--- config.mk ---
export PLATFORM = sky130hd
export DESIGN_NAME = ext_bus_strobe_ctrl
export DESIGN_NICKNAME = d
export VERILOG_FILES = /design/src/rtl/ext_bus_pkg.sv /design/src/rtl/cycle_code_decode.sv /design/src/rtl/ext_bus_strobe_ctrl.sv
export VERILOG_INCLUDE_DIRS = /design/src /design/src/rtl
export SDC_FILE = /design/constraint.sdc
export NUM_CORES = 1
export LEC_CHECK = 0
export BUFFER_PORTS_ARGS = -buffer_cell sky130_fd_sc_hd__buf_4
export CAP_MARGIN = 10
export CORE_ASPECT_RATIO = 0.5
export CORE_MARGIN = 10
export CORE_UTILIZATION = 30
export DETAILED_ROUTE_END_ITERATION = 12
export PLACE_DENSITY = 0.6
export SYNTH_ARGS = -nofsm -noshare
export SYNTH_HDL_FRONTEND = slang
export SYNTH_SLANG_ARGS = --single-unit
--- constraint.sdc ---
create_clock -name pclk -period 5.4 [get_ports pclk]
set_input_delay 0 -clock pclk [delete_from_list [all_inputs] [get_ports pclk]]
set_output_delay 0 -clock pclk [all_outputs]
set_load 0.02 [all_outputs]
--- src/rtl/ext_bus_params.svh ---
// Purpose: offsets, field positions, reset values and cycle counts
// Assumes: one pclk cycle is one bus clock cycle
// Notes: included by the cycle code decoder, the strobe controller and the bench
`ifndef EXT_BUS_PARAMS_SVH
`define EXT_BUS_PARAMS_SVH

`define EB_CFG0_OFS 8'h00
`define EB_CFG1_OFS 8'h04
`define EB_CFG2_OFS 8'h08
`define EB_CFG3_OFS 8'h0C
`define EB_MODE_OFS 8'h10
`define EB_STAT_OFS 8'h14

`define EB_CFG_RST 8'h03
`define EB_CFG_WMASK 8'h5F
`define EB_REC_BIT 6
`define EB_CODE_DEF 5'h03

`define EB_MODE_RST 8'h00
`define EB_MODE_WMASK 8'hFF
`define EB_MEMW_BIT 0
`define EB_SFRW_BIT 1
`define EB_STYLE_BIT 2
`define EB_MUX_BIT 3
`define EB_WIDTH_LSB 4

`define EB_CTL_RST 8'h00
`define EB_CTLW_PLL_BIT 0
`define EB_CTLW_FLASH_BIT 1
`define EB_CTL_OFS 8'h18

`define EB_INT_FAST 3'h1
`define EB_INT_SLOW 3'h2
`define EB_SFR_FAST 3'h2
`define EB_SFR_SLOW 3'h3

`endif

--- src/rtl/ext_bus_pkg.sv ---
// Purpose: types shared by the external bus strobe controller
// Assumes: nothing
// Notes: constants live in ext_bus_params.svh
package ext_bus_pkg;
   typedef enum logic [2:0] {
      ST_IDLE,
      ST_PHASE1,
      ST_PHASE2,
      ST_RECOVER,
      ST_INTERNAL
   } bus_state_e;

   typedef logic [2:0] target_t;
   localparam target_t TGT_ROM = 3'h4;
   localparam target_t TGT_RAM = 3'h5;
   localparam target_t TGT_SFR = 3'h6;
endpackage

--- src/rtl/cycle_code_decode.sv ---
// Purpose: split a cycle select code into first and second phase counts
// Assumes: code from space_cycle_cfg bits 4..0
// Notes: invalid codes flag valid low and give the reset timing
`timescale 1ns/10ps
`default_nettype none
`include "ext_bus_params.svh"
module cycle_code_decode (
   input wire logic [4:0] code,
   input wire logic mux_bus,
   output logic [1:0] first_cnt,
   output logic [2:0] second_cnt,
   output logic valid
);
   logic [4:0] used;

   always_comb begin
      valid = 1'b0;
      if (mux_bus) begin
         case (code)
            5'h0A, 5'h0B, 5'h0D, 5'h13, 5'h14, 5'h15, 5'h16: valid = 1'b1;
            default: valid = 1'b0;
         endcase
      end else begin
         case (code)
            5'h01, 5'h02, 5'h03, 5'h04, 5'h05, 5'h06,
            5'h0A, 5'h0B, 5'h0C, 5'h13, 5'h14, 5'h16: valid = 1'b1;
            default: valid = 1'b0;
         endcase
      end
      // fall back to 1+3 so a bad code never gives a zero phase
      used = valid ? code : `EB_CODE_DEF;
      first_cnt = used[4:3] + 2'h1;
      second_cnt = used[2:0];
   end
endmodule
`default_nettype wire

--- src/rtl/ext_bus_strobe_ctrl.sv ---
// Purpose: external bus strobes and bus cycle timing with APB registers
// Assumes: one pclk cycle equals one bus clock cycle
// Notes: request taken when req_valid and req_ready at a rising edge
//
// Behaviour
// - odd byte write: wr low, bhe low, a0 high
// - odd byte read: rd low, bhe low, a0 high
// - even byte write: wr low, bhe high, a0 low
// - even byte read: rd low, bhe high, a0 low
// - word write: wr low, bhe low, a0 low
// - word read: rd low, bhe low, a0 low
// - internal rom/ram one or two cycles
// - pll normal-speed rom block reads take two
// - sfr accesses take two or three cycles
// - external cycle is first then second phase
// - external access at least one plus one
// - separate bus twelve cycle codes
// - multiplexed bus seven cycle codes
// - four per-space cycle configuration registers
// - bit six appends a recovery cycle
// - bits five and seven unimplemented
// - recovery cycle holds address and data
// - style bit picks single or split write strobes
// - chip select low only for its space
//
// Local design decisions: the register addresses and the APB slave port.
`timescale 1ns/10ps
`default_nettype none
`include "ext_bus_params.svh"
module ext_bus_strobe_ctrl (
   input wire logic pclk,
   input wire logic presetn,
   input wire logic [7:0] paddr,
   input wire logic psel,
   input wire logic penable,
   input wire logic pwrite,
   input wire logic [31:0] pwdata,
   output logic [31:0] prdata,
   output logic pready,
   output logic pslverr,
   input wire logic req_valid,
   output logic req_ready,
   input wire logic req_write,
   input wire logic [2:0] req_target,
   input wire logic req_rom_ab,
   input wire logic [23:0] req_addr,
   input wire logic [1:0] req_be,
   input wire logic [15:0] req_wdata,
   output logic req_done,
   output logic [23:1] addr_out,
   output logic byte_address_bit,
   output logic [15:0] data_out,
   output logic data_oe_n,
   output logic rd_n,
   output logic wr_n,
   output logic high_byte_lane_enable_n,
   output logic low_lane_write_n,
   output logic high_lane_write_n,
   output logic [3:0] cs_n
);
   typedef struct packed {
      ext_bus_pkg::bus_state_e state;
      logic [2:0] cnt;
      logic [3:0][7:0] cfg;
      logic [7:0] mode;
      logic [7:0] ctl;
      logic bad_code;
      logic [1:0] space;
      logic write;
      logic [1:0] be;
      logic wide;
      logic done;
      logic [23:1] addr;
      logic a0;
      logic [15:0] wdata;
      logic oe_n;
      logic rd_n;
      logic wr_n;
      logic bhe_n;
      logic wrl_n;
      logic wrh_n;
      logic [3:0] cs_n;
   } state_s;

   state_s r_reg;
   state_s r_next;
   logic [1:0] dec_space;
   logic [1:0] first_cnt;
   logic [2:0] second_cnt;
   logic code_valid;
   logic apb_wr;
   logic hit;
   logic style_split;

   assign dec_space = (r_reg.state == ext_bus_pkg::ST_IDLE) ?
                      req_target[1:0] : r_reg.space;

   cycle_code_decode u_decode (
      .code(r_reg.cfg[dec_space][4:0]),
      .mux_bus(r_reg.mode[`EB_MUX_BIT]),
      .first_cnt(first_cnt),
      .second_cnt(second_cnt),
      .valid(code_valid)
   );

   assign req_ready = (r_reg.state == ext_bus_pkg::ST_IDLE);
   assign apb_wr = psel && penable && pwrite;
   assign pready = 1'b1;
   assign style_split = r_reg.mode[`EB_STYLE_BIT];

   always_comb begin
      hit = 1'b1;
      prdata = 32'h0000_0000;
      case (paddr)
         `EB_CFG0_OFS: prdata = {24'h0, r_reg.cfg[0] & `EB_CFG_WMASK};
         `EB_CFG1_OFS: prdata = {24'h0, r_reg.cfg[1] & `EB_CFG_WMASK};
         `EB_CFG2_OFS: prdata = {24'h0, r_reg.cfg[2] & `EB_CFG_WMASK};
         `EB_CFG3_OFS: prdata = {24'h0, r_reg.cfg[3] & `EB_CFG_WMASK};
         `EB_MODE_OFS: prdata = {24'h0, r_reg.mode};
         `EB_CTL_OFS: prdata = {24'h0, r_reg.ctl};
         `EB_STAT_OFS: prdata = {27'h0, r_reg.state, r_reg.bad_code,
                                 !req_ready};
         default: hit = 1'b0;
      endcase
      pslverr = psel && penable && !hit;
   end

   always_comb begin
      r_next = r_reg;
      r_next.done = 1'b0;
      if (apb_wr) begin
         case (paddr)
            `EB_CFG0_OFS: r_next.cfg[0] = pwdata[7:0] & `EB_CFG_WMASK;
            `EB_CFG1_OFS: r_next.cfg[1] = pwdata[7:0] & `EB_CFG_WMASK;
            `EB_CFG2_OFS: r_next.cfg[2] = pwdata[7:0] & `EB_CFG_WMASK;
            `EB_CFG3_OFS: r_next.cfg[3] = pwdata[7:0] & `EB_CFG_WMASK;
            `EB_MODE_OFS: r_next.mode = pwdata[7:0];
            `EB_CTL_OFS: r_next.ctl = pwdata[7:0];
            `EB_STAT_OFS: if (pwdata[1]) r_next.bad_code = 1'b0;
            default: r_next.mode = r_reg.mode;
         endcase
      end
      case (r_reg.state)
         ext_bus_pkg::ST_IDLE: begin
            if (req_valid) begin
               r_next.write = req_write;
               r_next.be = req_be;
               r_next.space = req_target[1:0];
               if (!req_target[2]) begin
                  // set wins over a same-cycle software clear
                  if (!code_valid) r_next.bad_code = 1'b1;
                  r_next.wide = r_reg.mode[`EB_WIDTH_LSB + req_target[1:0]];
                  r_next.state = ext_bus_pkg::ST_PHASE1;
                  r_next.cnt = {1'b0, first_cnt} - 3'h1;
                  r_next.cs_n = ~(4'h1 << req_target[1:0]);
                  r_next.addr = req_addr[23:1];
                  r_next.wdata = req_wdata;
                  r_next.oe_n = !req_write;
                  if (r_reg.mode[`EB_WIDTH_LSB + req_target[1:0]]) begin
                     // 16-bit lanes: a0 only for a lone odd byte
                     r_next.a0 = (req_be == 2'b10);
                     r_next.bhe_n = !req_be[1];
                  end else begin
                     r_next.a0 = req_addr[0];
                     r_next.bhe_n = 1'b1;
                  end
               end else begin
                  r_next.state = ext_bus_pkg::ST_INTERNAL;
                  case (req_target)
                     ext_bus_pkg::TGT_SFR:
                        r_next.cnt = (r_reg.mode[`EB_SFRW_BIT] ?
                           `EB_SFR_SLOW : `EB_SFR_FAST) - 3'h1;
                     ext_bus_pkg::TGT_ROM:
                        r_next.cnt = ((r_reg.ctl[`EB_CTLW_PLL_BIT] &&
                           !r_reg.ctl[`EB_CTLW_FLASH_BIT] && req_rom_ab &&
                           !req_write) || r_reg.mode[`EB_MEMW_BIT]) ?
                           `EB_INT_SLOW - 3'h1 : `EB_INT_FAST - 3'h1;
                     default:
                        r_next.cnt = (r_reg.mode[`EB_MEMW_BIT] ?
                           `EB_INT_SLOW : `EB_INT_FAST) - 3'h1;
                  endcase
               end
            end
         end
         ext_bus_pkg::ST_PHASE1: begin
            if (r_reg.cnt == 3'h0) begin
               r_next.state = ext_bus_pkg::ST_PHASE2;
               r_next.cnt = second_cnt - 3'h1;
               if (!r_reg.write) begin
                  r_next.rd_n = 1'b0;
               end else if (r_reg.wide && style_split) begin
                  r_next.wrl_n = !r_reg.be[0];
                  r_next.wrh_n = !r_reg.be[1];
                  r_next.bhe_n = 1'b1;
               end else begin
                  r_next.wr_n = 1'b0;
               end
            end else begin
               r_next.cnt = r_reg.cnt - 3'h1;
            end
         end
         ext_bus_pkg::ST_PHASE2: begin
            if (r_reg.cnt == 3'h0) begin
               r_next.rd_n = 1'b1;
               r_next.wr_n = 1'b1;
               r_next.wrl_n = 1'b1;
               r_next.wrh_n = 1'b1;
               r_next.cs_n = 4'hF;
               if (r_reg.cfg[r_reg.space][`EB_REC_BIT]) begin
                  // address and write data stay put for slow holds
                  r_next.state = ext_bus_pkg::ST_RECOVER;
               end else begin
                  r_next.state = ext_bus_pkg::ST_IDLE;
                  r_next.oe_n = 1'b1;
                  r_next.done = 1'b1;
               end
            end else begin
               r_next.cnt = r_reg.cnt - 3'h1;
            end
         end
         ext_bus_pkg::ST_RECOVER: begin
            r_next.state = ext_bus_pkg::ST_IDLE;
            r_next.oe_n = 1'b1;
            r_next.done = 1'b1;
         end
         ext_bus_pkg::ST_INTERNAL: begin
            // pins keep the last external address and bhe level
            if (r_reg.cnt == 3'h0) begin
               r_next.state = ext_bus_pkg::ST_IDLE;
               r_next.done = 1'b1;
            end else begin
               r_next.cnt = r_reg.cnt - 3'h1;
            end
         end
         default: r_next.state = ext_bus_pkg::ST_IDLE;
      endcase
   end

   always_ff @(posedge pclk or negedge presetn) begin
      if (!presetn) begin
         r_reg <= '0;
         r_reg.state <= ext_bus_pkg::ST_IDLE;
         r_reg.cfg <= {4{`EB_CFG_RST}};
         r_reg.mode <= `EB_MODE_RST;
         r_reg.ctl <= `EB_CTL_RST;
         r_reg.oe_n <= 1'b1;
         r_reg.rd_n <= 1'b1;
         r_reg.wr_n <= 1'b1;
         r_reg.bhe_n <= 1'b1;
         r_reg.wrl_n <= 1'b1;
         r_reg.wrh_n <= 1'b1;
         r_reg.cs_n <= 4'hF;
      end else begin
         r_reg <= r_next;
      end
   end

   assign req_done = r_reg.done;
   assign addr_out = r_reg.addr;
   assign byte_address_bit = r_reg.a0;
   assign data_out = r_reg.wdata;
   assign data_oe_n = r_reg.oe_n;
   assign rd_n = r_reg.rd_n;
   assign wr_n = r_reg.wr_n;
   assign high_byte_lane_enable_n = r_reg.bhe_n;
   assign low_lane_write_n = r_reg.wrl_n;
   assign high_lane_write_n = r_reg.wrh_n;
   assign cs_n = r_reg.cs_n;

   logic in_p2;
   logic take_ext;
   assign in_p2 = (r_reg.state == ext_bus_pkg::ST_PHASE2);
   assign take_ext = req_ready && req_valid && !req_target[2];
endmodule
`default_nettype wire

==> metrics.yaml, run 1 <==
critical_path:
  crit_path_start_kind: "register"
  crit_fanout: 17
  r2r-start: "r_reg[111]$_DFFE_PN0P_"
  cpMaxStageDelayCell: "nor3_4"
  worst_path_largest_cell_delay_ps: 640
  path_cells: "nor3_4, mux2i_4, or4b_1, a31oi_1, nor2_1, o21a_4, nor2_1, ha_1, o221a_2, nand2_1, o22ai_1, a31oi_1"
  r2r_slack_ps: 1840
  criticalPathCategory: "register to register"
  r2r_end: "r_reg[107]$_DFFE_PN0P_"
  reg2reg_depth: 12
  critical_path_required_ps: 5680
  crit_arrival_ps: 3840
  worst_setup_path_end_kind: "register"
cts:
  cts_buffer_depth: 2
  cts_tree: "built"
  cts_max_level: 3
  insertion_delay_ps: 360
  clkSlewWorstSetupHoldPaths_ps: 80
  cts_sinks: 104
  numCtsBuffers: 9
  cts_root_buf: "clkbuf_16"
  post_cts.repair.setup_buffers: 0
finish:
  n_antenna_cell: 0
  area_delta_synth_final_pct: 28.5
  largest_reg_flops: 53
  drive_gt1_share_pct: 33.7
  seq_area_um2: 2630
  fin_nets: 803
  fillers: 1844
  multi_input_area_um2: 2580
timing:
  finalHoldViolCount: 0
  setup_viol: 0
  worst_pin_slew_ps: 1040
  hold_slack_ps: 47.1
  slew_headroom_pct: 29.9
  rsz0062_at_grt: "no"
  period_needed_ps: 3560
  tns_ps: 0
  fmax_ghz: 0.281
  clock_skew_ps: 10.9
  fin_crit_sh_pct: 65.9
  drv_slew: 0
yosys:
  ys_seq_elements: 104
  synth_xor_area_share_pct: 0.303
  synth.distinct_cells: 51
  synth_edf_count: 0
  synth_top_family_by_area: "multiplexers"
  yosysSeqAreaShare_pct: 45.4
  async_flop_share_pct: 100
  synthMuxAreaShare_pct: 17.3
  synth-compound-area-share_pct: 8.36
  postSynthAreaPerCell_um2: 9.87
  yosysWarnings: 0
  synthSimpleGateAreaFrac_pct: 16.4
  netlist_area_um2: 5780
  ys.flop_type: "dfrtp_1"
  syn_inst: 585
  synth-adder-area-share_pct: 0.650
min_path:
  hold_depth: 3
  hp-start: "req_target[1]"
  hold_end: "cs_n[1]$_DFFE_PN1P_"
  hold_path.class: "primary input to register"
placed_design:
  hpwl_mm: 11.4
  gp_routability_congestion: 0.827
  io_buffer_count: 129
floorplan:
  die-area_um2: 25500
  coreArea_um2: 18700
  io_pins: 179
  row_count: 35
  die_h_um: 118
  start_util_pct: 31.0
  dieWidth_um: 216
route:
  via_per_inst: 4.62
  vias: 4489
  antenna_left: 0
  drc: 0
  drt_iter0_drc: 257
  routedWlPerCell_um: 16.6
  dr.pass1.iters: 4
  drt-total-wl_mm: 16.1
status:
  status: "completed"
global_route:
  grt_max_degree: 61
  grt_pass1_wl_mm: 25.5
  grtUsageTotal_pct: 12.2
  first_global_vias: 4574
  grt_overflow: 0
  antenna_found_initial: 0
power_and_ir_drop:
  powerDensity_nw_per_um2: 452
  leakage_uw: 0.00358
  vdd_drop_max_mv: 0.181
run:
  max-cap-violations: 0
## critical path: cells and delay by family (launching register included)
family / cells / cell delay (ps)
and+or+nand+nor: 5 / 1360
DFF: 1 / 600
AOI/OAI and AO/OA: 5 / 830
muxes: 1 / 430
adders and majority gates: 1 / 240
## how the worst max path moves through the flow
stage / startpoint / end / cells past startpoint
finish: r_reg[111]$_DFFE_PN0P_ / r_reg[107]$_DFFE_PN0P_ / 12
detailed placement: r_reg[111]$_DFFE_PN0P_ / r_reg[107]$_DFFE_PN0P_ / 12
global placement: r_reg[111]$_DFFE_PN0P_ / r_reg[107]$_DFFE_PN0P_ / 12
floorplan: r_reg[56]$_DFFE_PN0P_ / r_reg[107]$_DFFE_PN0P_ / 13
CTS: r_reg[111]$_DFFE_PN0P_ / r_reg[107]$_DFFE_PN0P_ / 12
global route: r_reg[111]$_DFFE_PN0P_ / r_reg[107]$_DFFE_PN0P_ / 12
## metrics by stage
stage / cell area [um2] / std cells / setup WS, ps / util, % / power, uW
2_1_floorplan: 5860 / 608 / 2470 / - / 2290
3_3_place_gp: 6550 / 903 / 1960 / 35.1 / 2550
3_5_place_dp: 6550 / 903 / 1890 / 35.1 / 2580
4_1_cts: 7420 / 971 / 1870 / 39.8 / 3410
5_1_grt: 7420 / 971 / 1580 / 39.8 / 3580
6_report: 7420 / 971 / 1840 / 39.8 / 3350
## Yosys cell counts, types with 2 or more instances
| cell type | count | share of area, % |
|---|---|---|
| a221o_1 | 2 | 0.35 |
| a22o_1 | 3 | 0.45 |
| nand3b_1 | 3 | 0.39 |
| or3_1 | 2 | 0.22 |
| o32ai_1 | 2 | 0.30 |
| ha_1 | 3 | 0.65 |
| a31oi_1 | 9 | 0.97 |
| o211ai_1 | 2 | 0.26 |
| a21oi_1 | 21 | 1.8 |
| o21ai_0 | 16 | 1.4 |
| clkbuf_1 | 23 | 1.5 |
| nor3b_1 | 2 | 0.26 |
| mux2_2 | 57 | 11 |
| nand2_1 | 151 | 9.8 |
| nand4_1 | 2 | 0.22 |
| and2_1 | 3 | 0.32 |
| and3_1 | 2 | 0.22 |
| nor2b_1 | 6 | 0.65 |
| nor2_1 | 31 | 2.0 |
| a21o_1 | 2 | 0.26 |
| nand2b_1 | 3 | 0.32 |
| conb_1 | 2 | 0.13 |
| dfstp_2 | 18 | 8.2 |
| nor3_1 | 9 | 0.78 |
| mux4_2 | 11 | 4.3 |
| nand3_1 | 2 | 0.17 |
| dfrtp_1 | 86 | 37 |
| buf_4 | 69 | 9.0 |
| a22oi_1 | 10 | 1.3 |
| mux2i_1 | 6 | 1.0 |
| buf_6 | 2 | 0.39 |
| inv_1 | 6 | 0.39 |
## logic make-up (layout without fill, tap and decap cells)
family                     Yosys count  count (layout)
AOI/OAI and AO/OA                   75              75
xor gates and xnor gates             2               2
adders and majority gates            3               3
buffers and inverters              102             206
DFF                                104             104
muxes                               76              76
other                                2              25
and+or+nand+nor                    221             221
## layout by cell type, fill, tap and decap left out, types with 9 or more instances in the layout
cell | synthesis | routed
nand2_1 | 151 | 151
buf_4 | 69 | 132
dfrtp_1 | 86 | 86
mux2_2 | 57 | 57
dlygate4sd3_1 | 0 | 52
nor2_1 | 31 | 31
conb_1 | 2 | 25
a21oi_1 | 21 | 21
dfstp_2 | 18 | 18
o21ai_0 | 16 | 16
mux4_2 | 11 | 11
a22oi_1 | 10 | 10
a31oi_1 | 9 | 9
nor3_1 | 9 | 9
clkbuf_16 | 0 | 9
## layout make-up
type                            instances  share of cell area (%)
Sequential cell                       104                    35.4
Multi-Input combinational cell        402                    34.8
Timing Repair Buffer                  184                    20.4
Tap cell                              259                    4.37
Clock buffer                            9                    3.03
Clock inverter                          7                    1.72
Inverter                                6                   0.303
## layer usage
layer | GRT usage [%] | vias to the layer above | routed length (um)
li1 | - | 2152 | -
met1 | 14.6 | 2205 | 6880
met2 | 21.1 | 114 | 8060
met3 | 3.54 | 18 | 913
met4 | 3.30 | 0 | 215
met5 | 0 | - | 0
## power by group
part | total, uW | internal (uW) | switching (uW)
logic | 1370 | 581 | 789
registers | 1210 | 1030 | 184
clock network | 775 | 460 | 315
## repair_timing
action                                 in CTS  in global routing
endpoints found under the hold margin     123                  0
hold buffers                               52                  0
gates resized for setup                     0                  0
Note: power is estimated with default switching activity, not from simulation.
==> run 2, diff against run 1 <==
--- a/config.mk
+++ b/config.mk
@@ -12,7 +12,7 @@
 export CORE_MARGIN = 10
 export CORE_UTILIZATION = 30
 export DETAILED_ROUTE_END_ITERATION = 12
-export PLACE_DENSITY = 0.6
+export PLACE_DENSITY = 0.61
 export SYNTH_ARGS = -nofsm -noshare
 export SYNTH_HDL_FRONTEND = slang
 export SYNTH_SLANG_ARGS = --single-unit
==> constraint.sdc (replaced) <==
create_clock -name pclk -period 3.1 [get_ports pclk]
set_input_delay 0 -clock pclk [delete_from_list [all_inputs] [get_ports pclk]]
set_output_delay 0 -clock pclk [all_outputs]
set_load 0.02 [all_outputs]
==> run 2 against run 1 <==
  * Count of clock-buffer cells in the layout increased by 3
  * Core utilization increased by 0.50 points
  * Flip-flop and latch count unchanged
  * Critical path type unchanged
  * Largest cell class unchanged
==> metrics.yaml, run 2 (same netlist as run 1, synthesis figures left out) <==
route:
  wl_met3_um: 922
  antenna_left: 0
  dr.pass1.iters: 5
  wl_met1_mm: 7.06
  via_per_inst: 4.53
  drt-total-wl_mm: 15.7
  drc: 0
  top_layer_used: "met4"
  wl_met2_mm: 7.55
  drt_iter0_drc: 295
  vias: 4483
  routedWlPerCell_um: 15.9
cts:
  cts_sinks: 104
  cts_root_buf: "clkbuf_16"
  cts_tree: "built"
  numCtsBuffers: 9
  cts_buffer_depth: 2
  insertion_delay_ps: 350
  clkSlewWorstSetupHoldPaths_ps: 70
  cts_max_level: 3
finish:
  fin_nets: 822
  area_delta_synth_final_pct: 30.1
  fillers: 1834
  fin_util_pct: 40.3
  drive_gt1_share_pct: 35.8
  layout_commonest_cell: "nand2_1"
  mostFrequentLayoutCells: "nand2_1, buf_4, dfrtp_1, mux2_2, dlygate4sd3_1"
  largest_reg_flops: 53
  multi_input_area_um2: 2600
  seq_area_um2: 2630
  n_antenna_cell: 0
timing:
  fin_crit_sh_pct: 95.5
  finalHoldViolCount: 0
  period_needed_ps: 2960
  slew_headroom_pct: 31.2
  fmax_ghz: 0.338
  clock_skew_ps: 6.28
  worst_pin_slew_ps: 1030
  drv_slew: 0
  setup_viol: 0
  setup_ws_ps: 139
critical_path:
  criticalPathCategory: "register to register"
  critical_path_required_ps: 3370
  path_cells: "mux4_2, mux2i_4, or4b_4, a31oi_2, nor2_1, o21a_4, nor2_2, ha_1, o221a_2, nand2_1, o22ai_1, a31oi_1"
  crit_path_start_kind: "register"
  crit_path_start: "r_reg[56]$_DFFE_PN0P_"
  r2r-start: "r_reg[56]$_DFFE_PN0P_"
  crit_arrival_ps: 3240
  crit_fanout: 4
  worst_path_largest_cell_delay_ps: 530
  worst_setup_path_end_kind: "register"
  path_buf_inv: 0
  crit_family: "compound AO/OA/AOI/OAI gates"
  cpMaxStageDelayCell: "mux4_2"
floorplan:
  die-area_um2: 25500
  dieWidth_um: 216
  row_count: 35
  start_util_pct: 31.0
  coreArea_um2: 18700
  die_h_um: 118
  io_pins: 179
global_route:
  grt_pass1_wl_mm: 24.8
  grt_overflow: 0
  grt_max_degree: 81
  first_global_vias: 4509
  antenna_found_initial: 0
  grtUsageTotal_pct: 11.9
power_and_ir_drop:
  leakage_uw: 0.00364
  vdd_drop_max_mv: 0.349
  powerDensity_nw_per_um2: 766
min_path:
  hold_path.class: "primary input to register"
  hp-start: "req_target[2]"
placed_design:
  io_buffer_count: 129
  gp_routability_congestion: 0.819
  hpwl_mm: 11.5
  place_ws_ps: 130
status:
  status: "completed"
run:
  max-cap-violations: 0
## run 2: cell types whose count changed in the layout (fill, tap and decap cells not counted), moves of 2 or more
| cell | previous run | this run |
|---|---|---|
| clkinv_4 | 2 | 0 |
| buf_4 | 132 | 149 |
| nor2_1 | 31 | 29 |
| bufinv_16 | 3 | 1 |
| nor2_2 | 0 | 2 |
| buf_6 | 0 | 2 |
| clkbuf_1 | 0 | 3 |
| clkinv_2 | 0 | 2 |
## run 2: metal layers
layer | track usage [%] | vias to the layer above
li1 | - | 2184
met1 | 14.9 | 2173
met2 | 19.3 | 114
met3 | 3.77 | 12
met4 | 3.00 | 0
met5 | 0 | -
## run 2: worst reg2reg max path: stages, from the launching register on
cell and delay, ps:
dfrtp_1 390, mux4_2 530, mux2i_4 150, or4b_4 490, a31oi_2 200, nor2_1 70, o21a_4 220, nor2_2 80
ha_1 230, o221a_2 230, nand2_1 60, o22ai_1 60, a31oi_1 160
## run 2: worst paths after layout
| check | end | slack [ps] | depth (start not counted) |
|---|---|---|---|
| max | r_reg[107]$_DFFE_PN0P_ | 140 | 12 |
| min | r_reg[107]$_DFFE_PN0P_ | 50 | 4 |
| max reg2reg | r_reg[107]$_DFFE_PN0P_ | 140 | 12 |
| min reg2reg | high_lane_write_n$_DFFE_PN1P_ | 420 | 1 |
| max in group asynchronous | wr_n$_DFFE_PN1P_ | 1800 | 3 |
| min in group asynchronous | r_reg[61]$_DFFE_PN0P_ | 360 | 2 |
## run 2: layout make-up
class	instances	area share, %
sequential	104	34.9
multi-input combinational	402	34.5
timing repair buffer	203	22.1
clock inverter	4	0.633
inverter	6	0.300
tap	259	4.31
clock buffer	12	3.15
## run 2: per-stage QoR
stage,instances,cell area (um2),power (uW),hold slack (ps),setup TNS (ps)
6_report,990,7510,5760,48.0,0
4_1_cts,987,7470,5790,39.0,0
3_5_place_dp,919,6670,4590,171,0
3_3_place_gp,919,6670,4540,164,0
2_1_floorplan,608,5860,3980,-296,0
5_1_grt,990,7510,6140,84.6,-10.4
## run 2: timing repair
| action | CTS | global route |
|---|---|---|
| gates resized for setup | 0 | 8 |
| setup buffers | 0 | 3 |
| hold endpoints to repair | 150 | 0 |
| endpoints found under the setup margin | 0 | 1 |
| hold buffers | 52 | 0 |
## run 2: power by group
| group | internal [uW] | leakage, uW | switching, uW |
|---|---|---|---|
| combinational | 1120 | 0.00220 | 1480 |
| clock | 625 | 0.000137 | 503 |
| sequential | 1790 | 0.00130 | 243 |
| total | 3530 | 0.00364 | 2220 |
==> run 3, diff against run 2 <==
--- a/config.mk
+++ b/config.mk
@@ -8,7 +8,7 @@
 export LEC_CHECK = 0
 export BUFFER_PORTS_ARGS = -buffer_cell sky130_fd_sc_hd__buf_4
 export CAP_MARGIN = 10
-export CORE_ASPECT_RATIO = 0.5
+export CORE_ASPECT_RATIO = 1.5
 export CORE_MARGIN = 10
 export CORE_UTILIZATION = 30
 export DETAILED_ROUTE_END_ITERATION = 12
==> run 3 against run 2 <==
  * Fmax is 1.7% lower
  * Combinational power is 2% lower
  * Clock skew is 2.8 ps higher
  * Global-route usage is 0.60 points higher
  * First-iteration DRC count is 40% lower
  * Register-to-register slack worse by 50 ps
  * Worst setup slack worse by 51 ps
  * Count of clock-buffer cells in the layout is 3 lower
  * Critical path depth stayed put
  * Flip-flop and latch count stayed put
  * Worst hold slack better by 3.9 ps
  * Critical path type unchanged
  * Critical endpoint unchanged
  * Highest routed layer unchanged
==> metrics.yaml, run 3 (same netlist as run 1, synthesis figures left out) <==
critical_path:
  crit_arrival_ps: 3290
  crit_fanout: 5
  crit_path_start_kind: "register"
  r2r-start: "r_reg[94]$_DFFE_PN0P_"
  critical_path_required_ps: 3380
  reg2reg_depth: 12
  cp-endpoint: "r_reg[107]$_DFFE_PN0P_"
  r2r_slack_ps: 90
  worst_path_largest_cell_delay_ps: 560
  cpMaxStageDelayCell: "mux4_1"
  r2r_end: "r_reg[107]$_DFFE_PN0P_"
  path_cells: "mux4_1, mux2i_4, or4b_1, a31oi_1, nor2_1, o21a_4, nor2_1, ha_1, o221a_2, nand2_1, o22ai_1, a31oi_1"
  worst_setup_path_end_kind: "register"
  criticalPathCategory: "register to register"
  crit_path_start: "r_reg[94]$_DFFE_PN0P_"
route:
  antenna_left: 0
  routedWlPerCell_um: 16.5
  via_per_inst: 4.61
  vias: 4526
  dr.pass1.iters: 4
  drt-total-wl_mm: 16.2
  drc: 0
  drt_iter0_drc: 178
placed_design:
  gp_routability_congestion: 0.801
  placed_area_um2: 6660
  post-place-cells: 914
  hpwl_mm: 11.7
  io_buffer_count: 129
floorplan:
  die_h_um: 190
  row_count: 62
  dieWidth_um: 133
  start_util_pct: 30.3
  io_pins: 179
  coreArea_um2: 19100
  die-area_um2: 25300
run:
  max-cap-violations: 0
global_route:
  first_global_vias: 4663
  grt_pass1_wl_mm: 25.5
  grt_overflow: 0
  antenna_found_initial: 0
  grtUsageTotal_pct: 12.5
  grt_max_degree: 105
status:
  status: "completed"
finish:
  fillers: 1896
  finalNonFillerCells: 982
  post-route-cell-area_um2: 7520
  fin_nets: 817
  n_antenna_cell: 0
  area_delta_synth_final_pct: 30.2
  fin_util_pct: 39.4
  multi_input_area_um2: 2580
  drive_gt1_share_pct: 35.1
  layout_commonest_cell: "nand2_1"
  largest_reg_flops: 53
  mostFrequentLayoutCells: "nand2_1, buf_4, dfrtp_1, mux2_2, dlygate4sd3_1"
  seq_area_um2: 2630
timing:
  setup_viol: 0
  drv_slew: 0
  period_needed_ps: 3010
  rsz0062_at_grt: "no"
  worst_pin_slew_ps: 822
  finalHoldViolCount: 0
  clock_skew_ps: 9.05
  slew_headroom_pct: 44.7
  fin_crit_sh_pct: 97.2
  tns_ps: 0
  fmax_ghz: 0.332
cts:
  cts_tree: "built"
  cts_sinks: 104
  cts_max_level: 3
  cts_root_buf: "clkbuf_16"
  numCtsBuffers: 9
  clkSlewWorstSetupHoldPaths_ps: 80
  insertion_delay_ps: 350
  cts_buffer_depth: 2
power_and_ir_drop:
  powerDensity_nw_per_um2: 780
  vdd_drop_max_mv: 0.335
  leakage_uw: 0.00364
min_path:
  hold_path.class: "primary input to register"
  hp-start: "req_target[2]"
==> run 3: cell count changes in the layout (fill, tap and decap cells not counted), sizes merged <==
cell | before | now
inv | 6 | 9
bufinv | 1 | 2
clkinv | 2 | 1
buf | 151 | 146
clkbuf | 12 | 9
==> run 3: layout make-up <==
cell class	instances	area share, %
clock buffer	9	2.99
clock inverter	7	1.50
tap	256	4.26
inverter	6	0.299
sequential	104	34.9
timing repair buffer	198	21.7
multi-input combinational	402	34.4
==> run 3: worst min-delay path by stage <==
stage / end / cells after the start
final: r_reg[107]$_DFFE_PN0P_ / 4
after global routing: r_reg[107]$_DFFE_PN0P_ / 4
after global placement: data_out[10]$_DFFE_PN0P_ / 2
after floorplan: addr_out[10]$_DFFE_PN0P_ / 0
after CTS: r_reg[107]$_DFFE_PN0P_ / 4
after detailed placement: data_out[5]$_DFFE_PN0P_ / 2
==> run 3: critical path: cells and delay by family, from the launching register on <==
| family | cells | cell delay, ps |
|---|---|---|
| fa+ha+maj | 1 | 240 |
| compound gates | 5 | 850 |
| flops | 1 | 410 |
| simple gates | 4 | 710 |
| mux | 2 | 730 |
==> run 3: stage by stage <==
| step | setup WS (ps) | hold WS [ps] | power [uW] |
|---|---|---|---|
| 2_1_floorplan | 170 | -296 | 3980 |
| 3_3_place_gp | 167 | 118 | 4540 |
| 3_5_place_dp | 107 | 126 | 4580 |
| 4_1_cts | 84.1 | 37.7 | 5960 |
| 5_1_grt | 9.14 | 69.4 | 6270 |
| 6_report | 88.0 | 51.9 | 5870 |
==> run 3: where the power goes <==
part / internal [uW] / leakage, uW / switching, uW / total, uW
sequential: 1790 / 0.00130 / 237 / 2030
clock: 727 / 0.000161 / 564 / 1290
combinational: 1080 / 0.00218 / 1470 / 2550
total: 3590 / 0.00364 / 2280 / 5870
==> run 3: metal layers <==
metal	routed length (um)	vias up	global-route usage [%]	share of wire, %
met1	6620	2180	14.3	41
li1	-	2175	-	-
met2	8300	148	21.9	51
met5	0	-	0	0
met4	338	0	5.00	2.1
met3	925	23	2.75	5.7
==> run 3: timing repair <==
item	CTS	global route
setup endpoints to repair	0	1
hold endpoints to repair	170	0
resized for setup	0	1
hold buffers	52	0
buffers inserted	0	0
